File: config.mk
export PLATFORM = sky130hd
export DESIGN_NAME = ivf_top
export DESIGN_NICKNAME = d
export VERILOG_FILES = /design/src/rtl/ivf_pkg.sv /design/src/rtl/ivf_sync.sv /design/src/rtl/ivf_top.sv
export VERILOG_INCLUDE_DIRS = /design/src /design/src/rtl
export SDC_FILE = /design/constraint.sdc
export NUM_CORES = 1
export LEC_CHECK = 0
export BUFFER_PORTS_ARGS = -buffer_cell sky130_fd_sc_hd__buf_4
export CAP_MARGIN = 0
export CORE_UTILIZATION = 50
export CTS_CLUSTER_SIZE = 20
export DETAILED_ROUTE_END_ITERATION = 8
export HOLD_SLACK_MARGIN = 0.06
export PLACE_DENSITY = 0.68
export SYNTH_ARGS = -nofsm -noshare
export SYNTH_HDL_FRONTEND = slang
export SYNTH_SLANG_ARGS = --single-unit
File: constraint.sdc
create_clock -name clk_sys_i -period 2.6 [get_ports clk_sys_i]
set_input_delay 0.39 -clock clk_sys_i [delete_from_list [all_inputs] [get_ports clk_sys_i]]
set_output_delay 0.39 -clock clk_sys_i [all_outputs]
set_load 0.02 [all_outputs]
File: src/rtl/ivf_defs.svh
// Constants of the input voltage fault policy block.
// Assumes inclusion by bare name from the package and design files.
`ifndef IVF_DEFS_SVH
`define IVF_DEFS_SVH

// ****************************************
// Command codes
// ****************************************
`define IVF_CODE_OV_WARN   8'h57
`define IVF_CODE_UV_WARN   8'h58
`define IVF_CODE_UV_FAULT  8'h59
`define IVF_CODE_POLICY    8'h5A
`define IVF_CODE_OPTIONS   8'hE0

// ****************************************
// Policy byte, option bit and mantissa fields
// ****************************************
`define IVF_RESP_F         7:6
`define IVF_RETRY_F        5:3
`define IVF_DELAY_F        2:0
`define IVF_RESP_IGNORE    2'h0
`define IVF_RESP_DELAYED   2'h1
`define IVF_RESP_DISABLE   2'h2
`define IVF_RESP_LATCH     2'h3
`define IVF_RETRY_NONE     3'h0
`define IVF_RETRY_ONCE     3'h1
`define IVF_RETRY_ENDLESS  3'h7
`define IVF_OPT_RATIO_BIT  0
`define IVF_MANT_F         10:0

// ****************************************
// Reset values and counter constants
// ****************************************
`define IVF_THR_RST        16'h0000
`define IVF_BYTE_RST       8'h00
`define IVF_CNT_ONE        8'h01
`define IVF_CNT_ZERO       8'h00

`endif

File: src/rtl/ivf_pkg.sv
// Types shared by the input voltage fault policy block.
// Assumes ivf_defs.svh is on the include path.
`include "ivf_defs.svh"

package ivf_pkg;

  // One-hot policy states
  typedef enum logic [4:0]
  {
    ST_OFF   = 5'b0_0001,
    ST_RUN   = 5'b0_0010,
    ST_DELAY = 5'b0_0100,
    ST_WAIT  = 5'b0_1000,
    ST_LATCH = 5'b1_0000
  } ivf_state_t;

  // Host command as delivered by the management bus front end
  typedef struct packed
  {
    logic        valid;
    logic        write;
    logic [7:0]  code;
    logic [15:0] wdata;
  } ivf_cmd_t;

  // Status seen by the host
  typedef struct packed
  {
    logic ov_warn;
    logic uv_warn;
    logic uv_fault;
    logic ratio_mode;
    logic latched_off;
  } ivf_status_t;

endpackage

File: src/rtl/ivf_sync.sv
// Three-stage synchroniser with agreement filter for one pin.
// Assumes the pin is asynchronous to clk_sys_i.
`timescale 1ns/100ps
`default_nettype none

module ivf_sync
(
  // Clock and reset
  input  wire logic clk_sys_i,
  input  wire logic srst_i,
  // Pin and clean level
  input  wire logic pin_i,
  output logic      level_o
);

  logic s1_q;
  logic s2_q;
  logic s3_q;
  logic lvl_d;

  // Only the second and third stages vote; the first may be metastable
  always_comb
  begin
    lvl_d = (s2_q == s3_q) ? s2_q : level_o;
  end

  always_ff @(posedge clk_sys_i)
  begin
    if (srst_i)
    begin
      s1_q    <= 1'b0;
      s2_q    <= 1'b0;
      s3_q    <= 1'b0;
      level_o <= 1'b0;
    end
    else
    begin
      s1_q    <= pin_i;
      s2_q    <= s1_q;
      s3_q    <= s2_q;
      level_o <= lvl_d;
    end
  end

endmodule

`default_nettype wire

File: src/rtl/ivf_top.sv
// Input voltage limits and undervoltage fault policy of a managed converter.
// Assumes a bus front end delivering decoded commands, a measured input
// word in the same Linear exponent as the limits, and a time unit tick.
//
// How it works
// - Overvoltage warning limit, 16-bit Linear, code 0x57, read and write.
// - Undervoltage warning limit at 0x58, also the ratio regulation threshold.
// - Ratio regulation acts only when the option bit at 0xE0 is set.
// - Undervoltage fault limit at 0x59 detects the undervoltage fault.
// - Policy 0x5A selector 00: ignore fault, keep running.
// - Selector 01: run for the delay, then retry policy if fault persists.
// - Selector 10: disable output at once, then follow retry field.
// - Selector 11: stay off until cleared, reset, or off-then-on command.
// - Retry 000: no restart, stay off until cleared.
// - Retry 001: one restart, spaced by delay, then latch off.
// - Retry 010: two restarts, same spacing, then latch off.
// - Retry 011 to 110: three to six restarts, then latch off.
// - Retry 111: restart forever until commanded off or other fault.
// - Delay field is a power of two multiplier of the time unit.
`include "ivf_defs.svh"
`timescale 1ns/100ps
`default_nettype none

module ivf_top
(
  // Clock and reset
  input  wire logic               clk_sys_i,
  input  wire logic               srst_i,
  // Command port
  input  wire ivf_pkg::ivf_cmd_t  cmd_i,
  output logic                    rsp_valid_o,
  output logic                    rsp_err_o,
  output logic [15:0]             rsp_rdata_o,
  // Supervision inputs
  input  wire logic [15:0]        vin_meas_i,
  input  wire logic               unit_tick_i,
  input  wire logic               ctrl_pin_i,
  input  wire logic               operation_on_i,
  input  wire logic               clear_faults_i,
  input  wire logic               status_clear_i,
  input  wire logic               other_fault_i,
  // Results
  output logic                    output_en_o,
  output ivf_pkg::ivf_status_t    status_o
);

  // ****************************************
  // Registers
  // ****************************************
  logic [15:0] ov_warn_q, ov_warn_d;
  logic [15:0] uv_warn_q, uv_warn_d;
  logic [15:0] uv_fault_q, uv_fault_d;
  logic [7:0]  policy_q, policy_d;
  logic [7:0]  options_q, options_d;
  logic        rsp_valid_d;
  logic        rsp_err_d;
  logic [15:0] rsp_rdata_d;
  logic        ctrl_lvl;

  ivf_sync ivf_sync_inst
  (
    .clk_sys_i (clk_sys_i),
    .srst_i    (srst_i),
    .pin_i     (ctrl_pin_i),
    .level_o   (ctrl_lvl)
  );

  always_comb
  begin
    ov_warn_d   = ov_warn_q;
    uv_warn_d   = uv_warn_q;
    uv_fault_d  = uv_fault_q;
    policy_d    = policy_q;
    options_d   = options_q;
    rsp_valid_d = cmd_i.valid;
    rsp_err_d   = 1'b0;
    rsp_rdata_d = `IVF_THR_RST;
    if (cmd_i.valid)
    begin
      unique case (cmd_i.code)
        `IVF_CODE_OV_WARN:
        begin
          rsp_rdata_d = ov_warn_q;
          if (cmd_i.write) ov_warn_d = cmd_i.wdata;
        end
        `IVF_CODE_UV_WARN:
        begin
          rsp_rdata_d = uv_warn_q;
          if (cmd_i.write) uv_warn_d = cmd_i.wdata;
        end
        `IVF_CODE_UV_FAULT:
        begin
          rsp_rdata_d = uv_fault_q;
          if (cmd_i.write) uv_fault_d = cmd_i.wdata;
        end
        `IVF_CODE_POLICY:
        begin
          rsp_rdata_d = {8'h00, policy_q};
          if (cmd_i.write) policy_d = cmd_i.wdata[7:0];
        end
        `IVF_CODE_OPTIONS:
        begin
          rsp_rdata_d = {8'h00, options_q};
          if (cmd_i.write) options_d = cmd_i.wdata[7:0];
        end
        default:
        begin
          rsp_err_d = 1'b1;
        end
      endcase
    end
  end

  always_ff @(posedge clk_sys_i)
  begin
    if (srst_i)
    begin
      ov_warn_q   <= `IVF_THR_RST;
      uv_warn_q   <= `IVF_THR_RST;
      uv_fault_q  <= `IVF_THR_RST;
      policy_q    <= `IVF_BYTE_RST;
      options_q   <= `IVF_BYTE_RST;
      rsp_valid_o <= 1'b0;
      rsp_err_o   <= 1'b0;
      rsp_rdata_o <= `IVF_THR_RST;
    end
    else
    begin
      ov_warn_q   <= ov_warn_d;
      uv_warn_q   <= uv_warn_d;
      uv_fault_q  <= uv_fault_d;
      policy_q    <= policy_d;
      options_q   <= options_d;
      rsp_valid_o <= rsp_valid_d;
      rsp_err_o   <= rsp_err_d;
      rsp_rdata_o <= rsp_rdata_d;
    end
  end

  // ****************************************
  // Comparisons and status
  // ****************************************
  // Mantissas only: limits and measurement share one exponent
  logic signed [10:0] vin_m;
  logic               fault_now;
  logic               en_cmd;
  logic               do_clear;
  ivf_pkg::ivf_status_t status_d;
  ivf_pkg::ivf_state_t  state_q, state_d;

  assign vin_m     = $signed(vin_meas_i[`IVF_MANT_F]);
  assign fault_now = vin_m < $signed(uv_fault_q[`IVF_MANT_F]);
  assign en_cmd    = ctrl_lvl & operation_on_i;
  assign do_clear  = clear_faults_i | status_clear_i;

  always_comb
  begin
    status_d.ov_warn     = vin_m > $signed(ov_warn_q[`IVF_MANT_F]);
    status_d.uv_warn     = vin_m < $signed(uv_warn_q[`IVF_MANT_F]);
    // Set wins over clear so a fault in the clearing cycle survives
    status_d.uv_fault    = fault_now | (status_o.uv_fault & ~do_clear);
    status_d.ratio_mode  = options_q[`IVF_OPT_RATIO_BIT] & status_d.uv_warn;
    status_d.latched_off = (state_d == ivf_pkg::ST_LATCH);
  end

  // ****************************************
  // Fault policy state machine
  // ****************************************
  logic [7:0] cnt_q, cnt_d;
  logic [2:0] tries_q, tries_d;
  logic       out_en_d;
  logic [7:0] units;
  logic       delay_done;
  logic [1:0] resp;
  logic [2:0] retry;

  assign resp       = policy_q[`IVF_RESP_F];
  assign retry      = policy_q[`IVF_RETRY_F];
  assign units      = `IVF_CNT_ONE << policy_q[`IVF_DELAY_F];
  assign delay_done = unit_tick_i & (cnt_q == units - `IVF_CNT_ONE);

  always_comb
  begin
    state_d = state_q;
    cnt_d   = unit_tick_i ? cnt_q + `IVF_CNT_ONE : cnt_q;
    tries_d = tries_q;
    unique case (state_q)
      ivf_pkg::ST_OFF:
      begin
        cnt_d = `IVF_CNT_ZERO;
        if (en_cmd) state_d = ivf_pkg::ST_RUN;
      end
      ivf_pkg::ST_RUN:
      begin
        cnt_d   = `IVF_CNT_ZERO;
        tries_d = retry;
        if (!en_cmd) state_d = ivf_pkg::ST_OFF;
        else if (fault_now)
        begin
          unique case (resp)
            `IVF_RESP_IGNORE:  state_d = ivf_pkg::ST_RUN;
            `IVF_RESP_DELAYED: state_d = ivf_pkg::ST_DELAY;
            `IVF_RESP_DISABLE:
              state_d = (retry == `IVF_RETRY_NONE) ? ivf_pkg::ST_LATCH
                                                   : ivf_pkg::ST_WAIT;
            `IVF_RESP_LATCH:   state_d = ivf_pkg::ST_LATCH;
          endcase
        end
      end
      ivf_pkg::ST_DELAY:
      begin
        if (!en_cmd) state_d = ivf_pkg::ST_OFF;
        else if (delay_done)
        begin
          cnt_d = `IVF_CNT_ZERO;
          if (!fault_now) state_d = ivf_pkg::ST_RUN;
          else state_d = (retry == `IVF_RETRY_NONE) ? ivf_pkg::ST_LATCH
                                                    : ivf_pkg::ST_WAIT;
        end
      end
      ivf_pkg::ST_WAIT:
      begin
        if (!en_cmd) state_d = ivf_pkg::ST_OFF;
        else if (other_fault_i) state_d = ivf_pkg::ST_LATCH;
        else if (delay_done)
        begin
          // Restart attempt fails while the input is still low
          cnt_d = `IVF_CNT_ZERO;
          if (!fault_now) state_d = ivf_pkg::ST_RUN;
          else if (retry == `IVF_RETRY_ENDLESS) state_d = ivf_pkg::ST_WAIT;
          else if (tries_q == `IVF_RETRY_ONCE) state_d = ivf_pkg::ST_LATCH;
          else tries_d = tries_q - `IVF_RETRY_ONCE;
        end
      end
      ivf_pkg::ST_LATCH:
      begin
        cnt_d = `IVF_CNT_ZERO;
        if (!en_cmd) state_d = ivf_pkg::ST_OFF;
        else if (do_clear) state_d = ivf_pkg::ST_RUN;
      end
    endcase
    out_en_d = (state_d == ivf_pkg::ST_RUN) | (state_d == ivf_pkg::ST_DELAY);
  end

  always_ff @(posedge clk_sys_i)
  begin
    if (srst_i)
    begin
      state_q     <= ivf_pkg::ST_OFF;
      cnt_q       <= `IVF_CNT_ZERO;
      tries_q     <= `IVF_RETRY_NONE;
      output_en_o <= 1'b0;
      status_o    <= '0;
    end
    else
    begin
      state_q     <= state_d;
      cnt_q       <= cnt_d;
      tries_q     <= tries_d;
      output_en_o <= out_en_d;
      status_o    <= status_d;
    end
  end

  // ****************************************
  // Checks
  // ****************************************
  a_ov_write_store: assert property (@(posedge clk_sys_i) disable iff (srst_i)
    cmd_i.valid && cmd_i.write && cmd_i.code == `IVF_CODE_OV_WARN
    |=> ov_warn_q == $past(cmd_i.wdata))
    else $error("overvoltage limit not stored");
  a_uv_read_back: assert property (@(posedge clk_sys_i) disable iff (srst_i)
    cmd_i.valid && !cmd_i.write && cmd_i.code == `IVF_CODE_UV_WARN
    |=> rsp_valid_o && !rsp_err_o && rsp_rdata_o == $past(uv_warn_q))
    else $error("undervoltage warning readback wrong");
  a_ratio_gated: assert property (@(posedge clk_sys_i) disable iff (srst_i)
    status_o.ratio_mode |-> $past(options_q[`IVF_OPT_RATIO_BIT]) && status_o.uv_warn)
    else $error("ratio mode without option");
  a_ignore_stays_on: assert property (@(posedge clk_sys_i) disable iff (srst_i)
    state_q == ivf_pkg::ST_RUN && en_cmd && fault_now && resp == `IVF_RESP_IGNORE
    |=> output_en_o)
    else $error("ignored fault disabled output");
  a_delay_runs_on: assert property (@(posedge clk_sys_i) disable iff (srst_i)
    state_q == ivf_pkg::ST_RUN && en_cmd && fault_now && resp == `IVF_RESP_DELAYED
    |=> output_en_o && state_q == ivf_pkg::ST_DELAY)
    else $error("delayed response stopped output");
  a_disable_at_once: assert property (@(posedge clk_sys_i) disable iff (srst_i)
    state_q == ivf_pkg::ST_RUN && en_cmd && fault_now && resp == `IVF_RESP_DISABLE
    |=> !output_en_o)
    else $error("output not disabled at once");
  a_latch_holds_off: assert property (@(posedge clk_sys_i) disable iff (srst_i)
    state_q == ivf_pkg::ST_LATCH && en_cmd && !do_clear
    |=> state_q == ivf_pkg::ST_LATCH && !output_en_o)
    else $error("latched state left without clear");
  a_no_retry_latch: assert property (@(posedge clk_sys_i) disable iff (srst_i)
    state_q == ivf_pkg::ST_RUN && en_cmd && fault_now
    && resp == `IVF_RESP_DISABLE && retry == `IVF_RETRY_NONE
    |=> state_q == ivf_pkg::ST_LATCH)
    else $error("retry none did not latch");
  a_last_try_latch: assert property (@(posedge clk_sys_i) disable iff (srst_i)
    state_q == ivf_pkg::ST_WAIT && en_cmd && !other_fault_i && delay_done && fault_now
    && tries_q == `IVF_RETRY_ONCE && retry != `IVF_RETRY_ENDLESS
    |=> state_q == ivf_pkg::ST_LATCH)
    else $error("final failed attempt not latched");
  a_endless_waits: assert property (@(posedge clk_sys_i) disable iff (srst_i)
    state_q == ivf_pkg::ST_WAIT && en_cmd && !other_fault_i && fault_now
    && retry == `IVF_RETRY_ENDLESS |=> state_q == ivf_pkg::ST_WAIT)
    else $error("endless retry stopped");
  a_fault_set_wins: assert property (@(posedge clk_sys_i) disable iff (srst_i)
    fault_now && do_clear |=> status_o.uv_fault)
    else $error("fault flag lost on clear");
  a_warn_no_effect: assert property (@(posedge clk_sys_i) disable iff (srst_i)
    state_q == ivf_pkg::ST_RUN && en_cmd && !fault_now |=> output_en_o)
    else $error("warning changed output");

endmodule

`default_nettype wire

==> impl_metrics.env <==
export IMPL_status="complete, no violations"
export IMPL_dp_slack_ns=-0.0164
export IMPL_fin_crit_sh=0.912
export IMPL_total_power_mw=2.97
export IMPL_vias=4933
export IMPL_synth_most_common_cell="nand2_1"
export IMPL_n_antenna_cell=0
export IMPL_slew_limit_headroom=0.608
export IMPL_path_class="register to register"
export IMPL_io_pins=74
export IMPL_cts_buffers=9
export IMPL_grt_max_degree=45
export IMPL_setup_ws_ns=0.228
export IMPL_fin_hold_ws_ns=0.215
export IMPL_cp_slowest_cell="dfxtp_1"
export IMPL_placed_cells=858
export IMPL_startpoint_type="register"
export IMPL_crit_fanout=3
export IMPL_post_route_cell_area_sq_um=6390
export IMPL_setup_viol=0
export IMPL_finalNetCount=817
export IMPL_coreArea_sq_um=10500
export IMPL_synth_largest_area_cell="dfxtp_1"
export IMPL_slew_violations=0
export IMPL_fin_setup_tns_ns=0
export IMPL_numClockSinks=108
export IMPL_first_iter_violations=390
export IMPL_htree_levels=3
export IMPL_worstPathArrival_ns=2.69
export IMPL_synth_enable_flop_cells=0
export IMPL_yosys_warnings=0
export IMPL_cts_resized=0
export IMPL_hold_class="input pin to register"
export IMPL_cts_root_buf="clkbuf_8"
export IMPL_wl_per_cell_microns=16.3
export IMPL_dr_pass1_iters=9
export IMPL_crit_required_ns=2.92
export IMPL_ys_seq_elements=108
export IMPL_die_h_microns=107
export IMPL_ys_flop_type="dfxtp_1"
export IMPL_dp_hpwl_microns=10400
export IMPL_cts_tree="yes"
export IMPL_p_per_area_nw_per_um2=465
export IMPL_track_usage=0.258
export IMPL_fin_worst_skew_ns=0.0167
export IMPL_hold_violations=0
export IMPL_clkSlewWorstSetupHoldPaths_ns=0.11
export IMPL_die_area_sq_um=11400
export IMPL_syn_area_sq_um=5500
export IMPL_worstSkewPairLatency_ns=0.38
export IMPL_seq_area_sq_um=2160
export IMPL_multiInputGateArea_sq_um=3030
export IMPL_yosys_area_top_type_share=0.393
export IMPL_instances_no_fill=874
export IMPL_maxCapViolations=0
export IMPL_yosys_cell_types_count=65
export IMPL_worstReg2RegStart="uv_fault_q[2]"
export IMPL_ir_worst_vdd_uv=331
export IMPL_route_detailed_drc=0
export IMPL_cts_hold_buf=0
export IMPL_worstMarginPinSlew_ns=0.588
export IMPL_rows=37
export IMPL_drive_gt1_frac=0.169
export IMPL_place_area_sq_um=6180
export IMPL_ant_nets=0
export IMPL_worstSetupEndpointType="register"
export IMPL_synth_async_sr_flop_share=0
export IMPL_slowest_delay_ns=0.36
export IMPL_yosysSeqAreaShare=0.393
export IMPL_utilization=0.608
export IMPL_syn_num_nets=755
export IMPL_grt_pass1_wl_microns=22900
export IMPL_fillers=943
export IMPL_netlist_instances=671
export IMPL_syn_avg_cell_area_sq_um=8.20
export IMPL_port_buffers=68
export IMPL_die_w_microns=107
export IMPL_ys_top_cells_by_count="nand2_1, dfxtp_1, a21oi_1"
export IMPL_cp_cell_sequence="inv_1, ha_1, a21o_1, a31oi_1, o21ai_1, a21oi_1, buf_4, nand2_1, o211ai_1, nor2b_1"
export IMPL_max_freq_mhz=422
export IMPL_hp_start="ctrl_pin_i"
export IMPL_synth_area_leaders="dfxtp_1, nand2_1, ha_1"
export IMPL_antenna_found_initial=0
export IMPL_startpoint="uv_fault_q[2]"
export IMPL_overflow=0
export IMPL_p_leak_nw=2.34
export IMPL_start_util=0.523
export IMPL_first_global_vias=4588
export IMPL_areaGrowthSynthToFinish_pct=16.2
export IMPL_min_period_ns=2.37
export IMPL_clock_path_buffers=2
export IMPL_viasPerCell=5.64
export IMPL_post_cts_buffers=0
export IMPL_gp_congestion=0.979
export IMPL_routed_wl_microns=14200
export IMPL_rsz0062_at_grt="no"
-- worst max-delay path: cells and delay by family (launching register included) --
kind | cells | cell delay [ns]
AOI/OAI and AO/OA | 5 | 1.21
DFF | 1 | 0.36
adders and majority gates | 1 | 0.28
and+or+nand+nor | 2 | 0.24
buffers and inverters | 2 | 0.23
-- power breakdown --
part	total (mW)	switching, mW	internal [mW]
Combinational	0.223	0.122	0.101
Sequential	1.66	0.00279	1.66
Clock	1.08	0.617	0.465
Total	2.97	0.742	2.23
-- cells by family after synthesis --
group	count (synthesis)	share of synthesized area
xor+xnor	11	0.0175
compound gates	146	0.183
simple gates	276	0.238
fa+ha+maj	34	0.0774
mux	19	0.0346
buf+inv	77	0.0564
flops	108	0.393
-- worst paths after layout --
path / slack [ns] / end / cells after the start
setup / recovery: 0.23 / state_q[3] / 10
hold / removal: 0.22 / ivf_sync_inst.s1_q / 2
setup reg to reg: 0.23 / state_q[3] / 10
hold reg to reg: 0.46 / ivf_sync_inst.s2_q / 1
-- state kept, by name, summed over array words and instances, names as in the netlist, 3 cells and up --
register,flops
uv_warn_q,16
state_q,5
status_o,5
ov_warn_q,16
cnt_q,8
tries_q,3
uv_fault_q,16
options_q,8
policy_q,8
rsp_rdata_o,16
-- final cells by class --
cell class | count | area share
multi-input cells | 486 | 0.475
well taps | 136 | 0.0266
flip-flops and latches | 108 | 0.339
clock buffers | 10 | 0.0200
clock inverters | 6 | 0.0121
repair buffers | 90 | 0.106
inverters | 38 | 0.0223
-- layer usage --
metal,up-vias,GRT usage,part of all wire
met1,2326,0.357,0.47
met3,12,0.0413,0.054
met4,0,0.0656,0.012
met5,-,0,0
li1,2457,-,-
met2,138,0.418,0.46
-- cell usage in the layout (no fill, tap or decap), types with 2 or more instances in the layout --
cell type	synthesis	routed
a211oi_1	7	6
a211oi_2	1	2
a21o_1	6	6
a21oi_1	66	66
a222oi_1	16	16
a22oi_1	2	2
a31oi_1	10	10
and2_1	4	4
and3_1	6	6
and3b_1	3	3
buf_4	0	90
clkbuf_8	0	9
dfxtp_1	108	107
ha_1	34	34
inv_1	38	38
inv_8	0	2
mux2i_1	19	19
nand2_1	132	132
nand2b_1	7	7
nand3_1	18	18
nand3b_1	2	2
nand4_1	6	6
nor2_1	53	53
nor2b_1	13	13
nor3_1	9	9
nor3b_1	3	3
nor4_1	4	4
nor4_2	2	2
nor4b_1	2	2
o211ai_1	4	4
o21a_1	5	5
o21ai_0	10	9
or2_2	2	2
xnor2_1	4	4
xor2_1	7	7
Power figures use the tool's default switching activity.
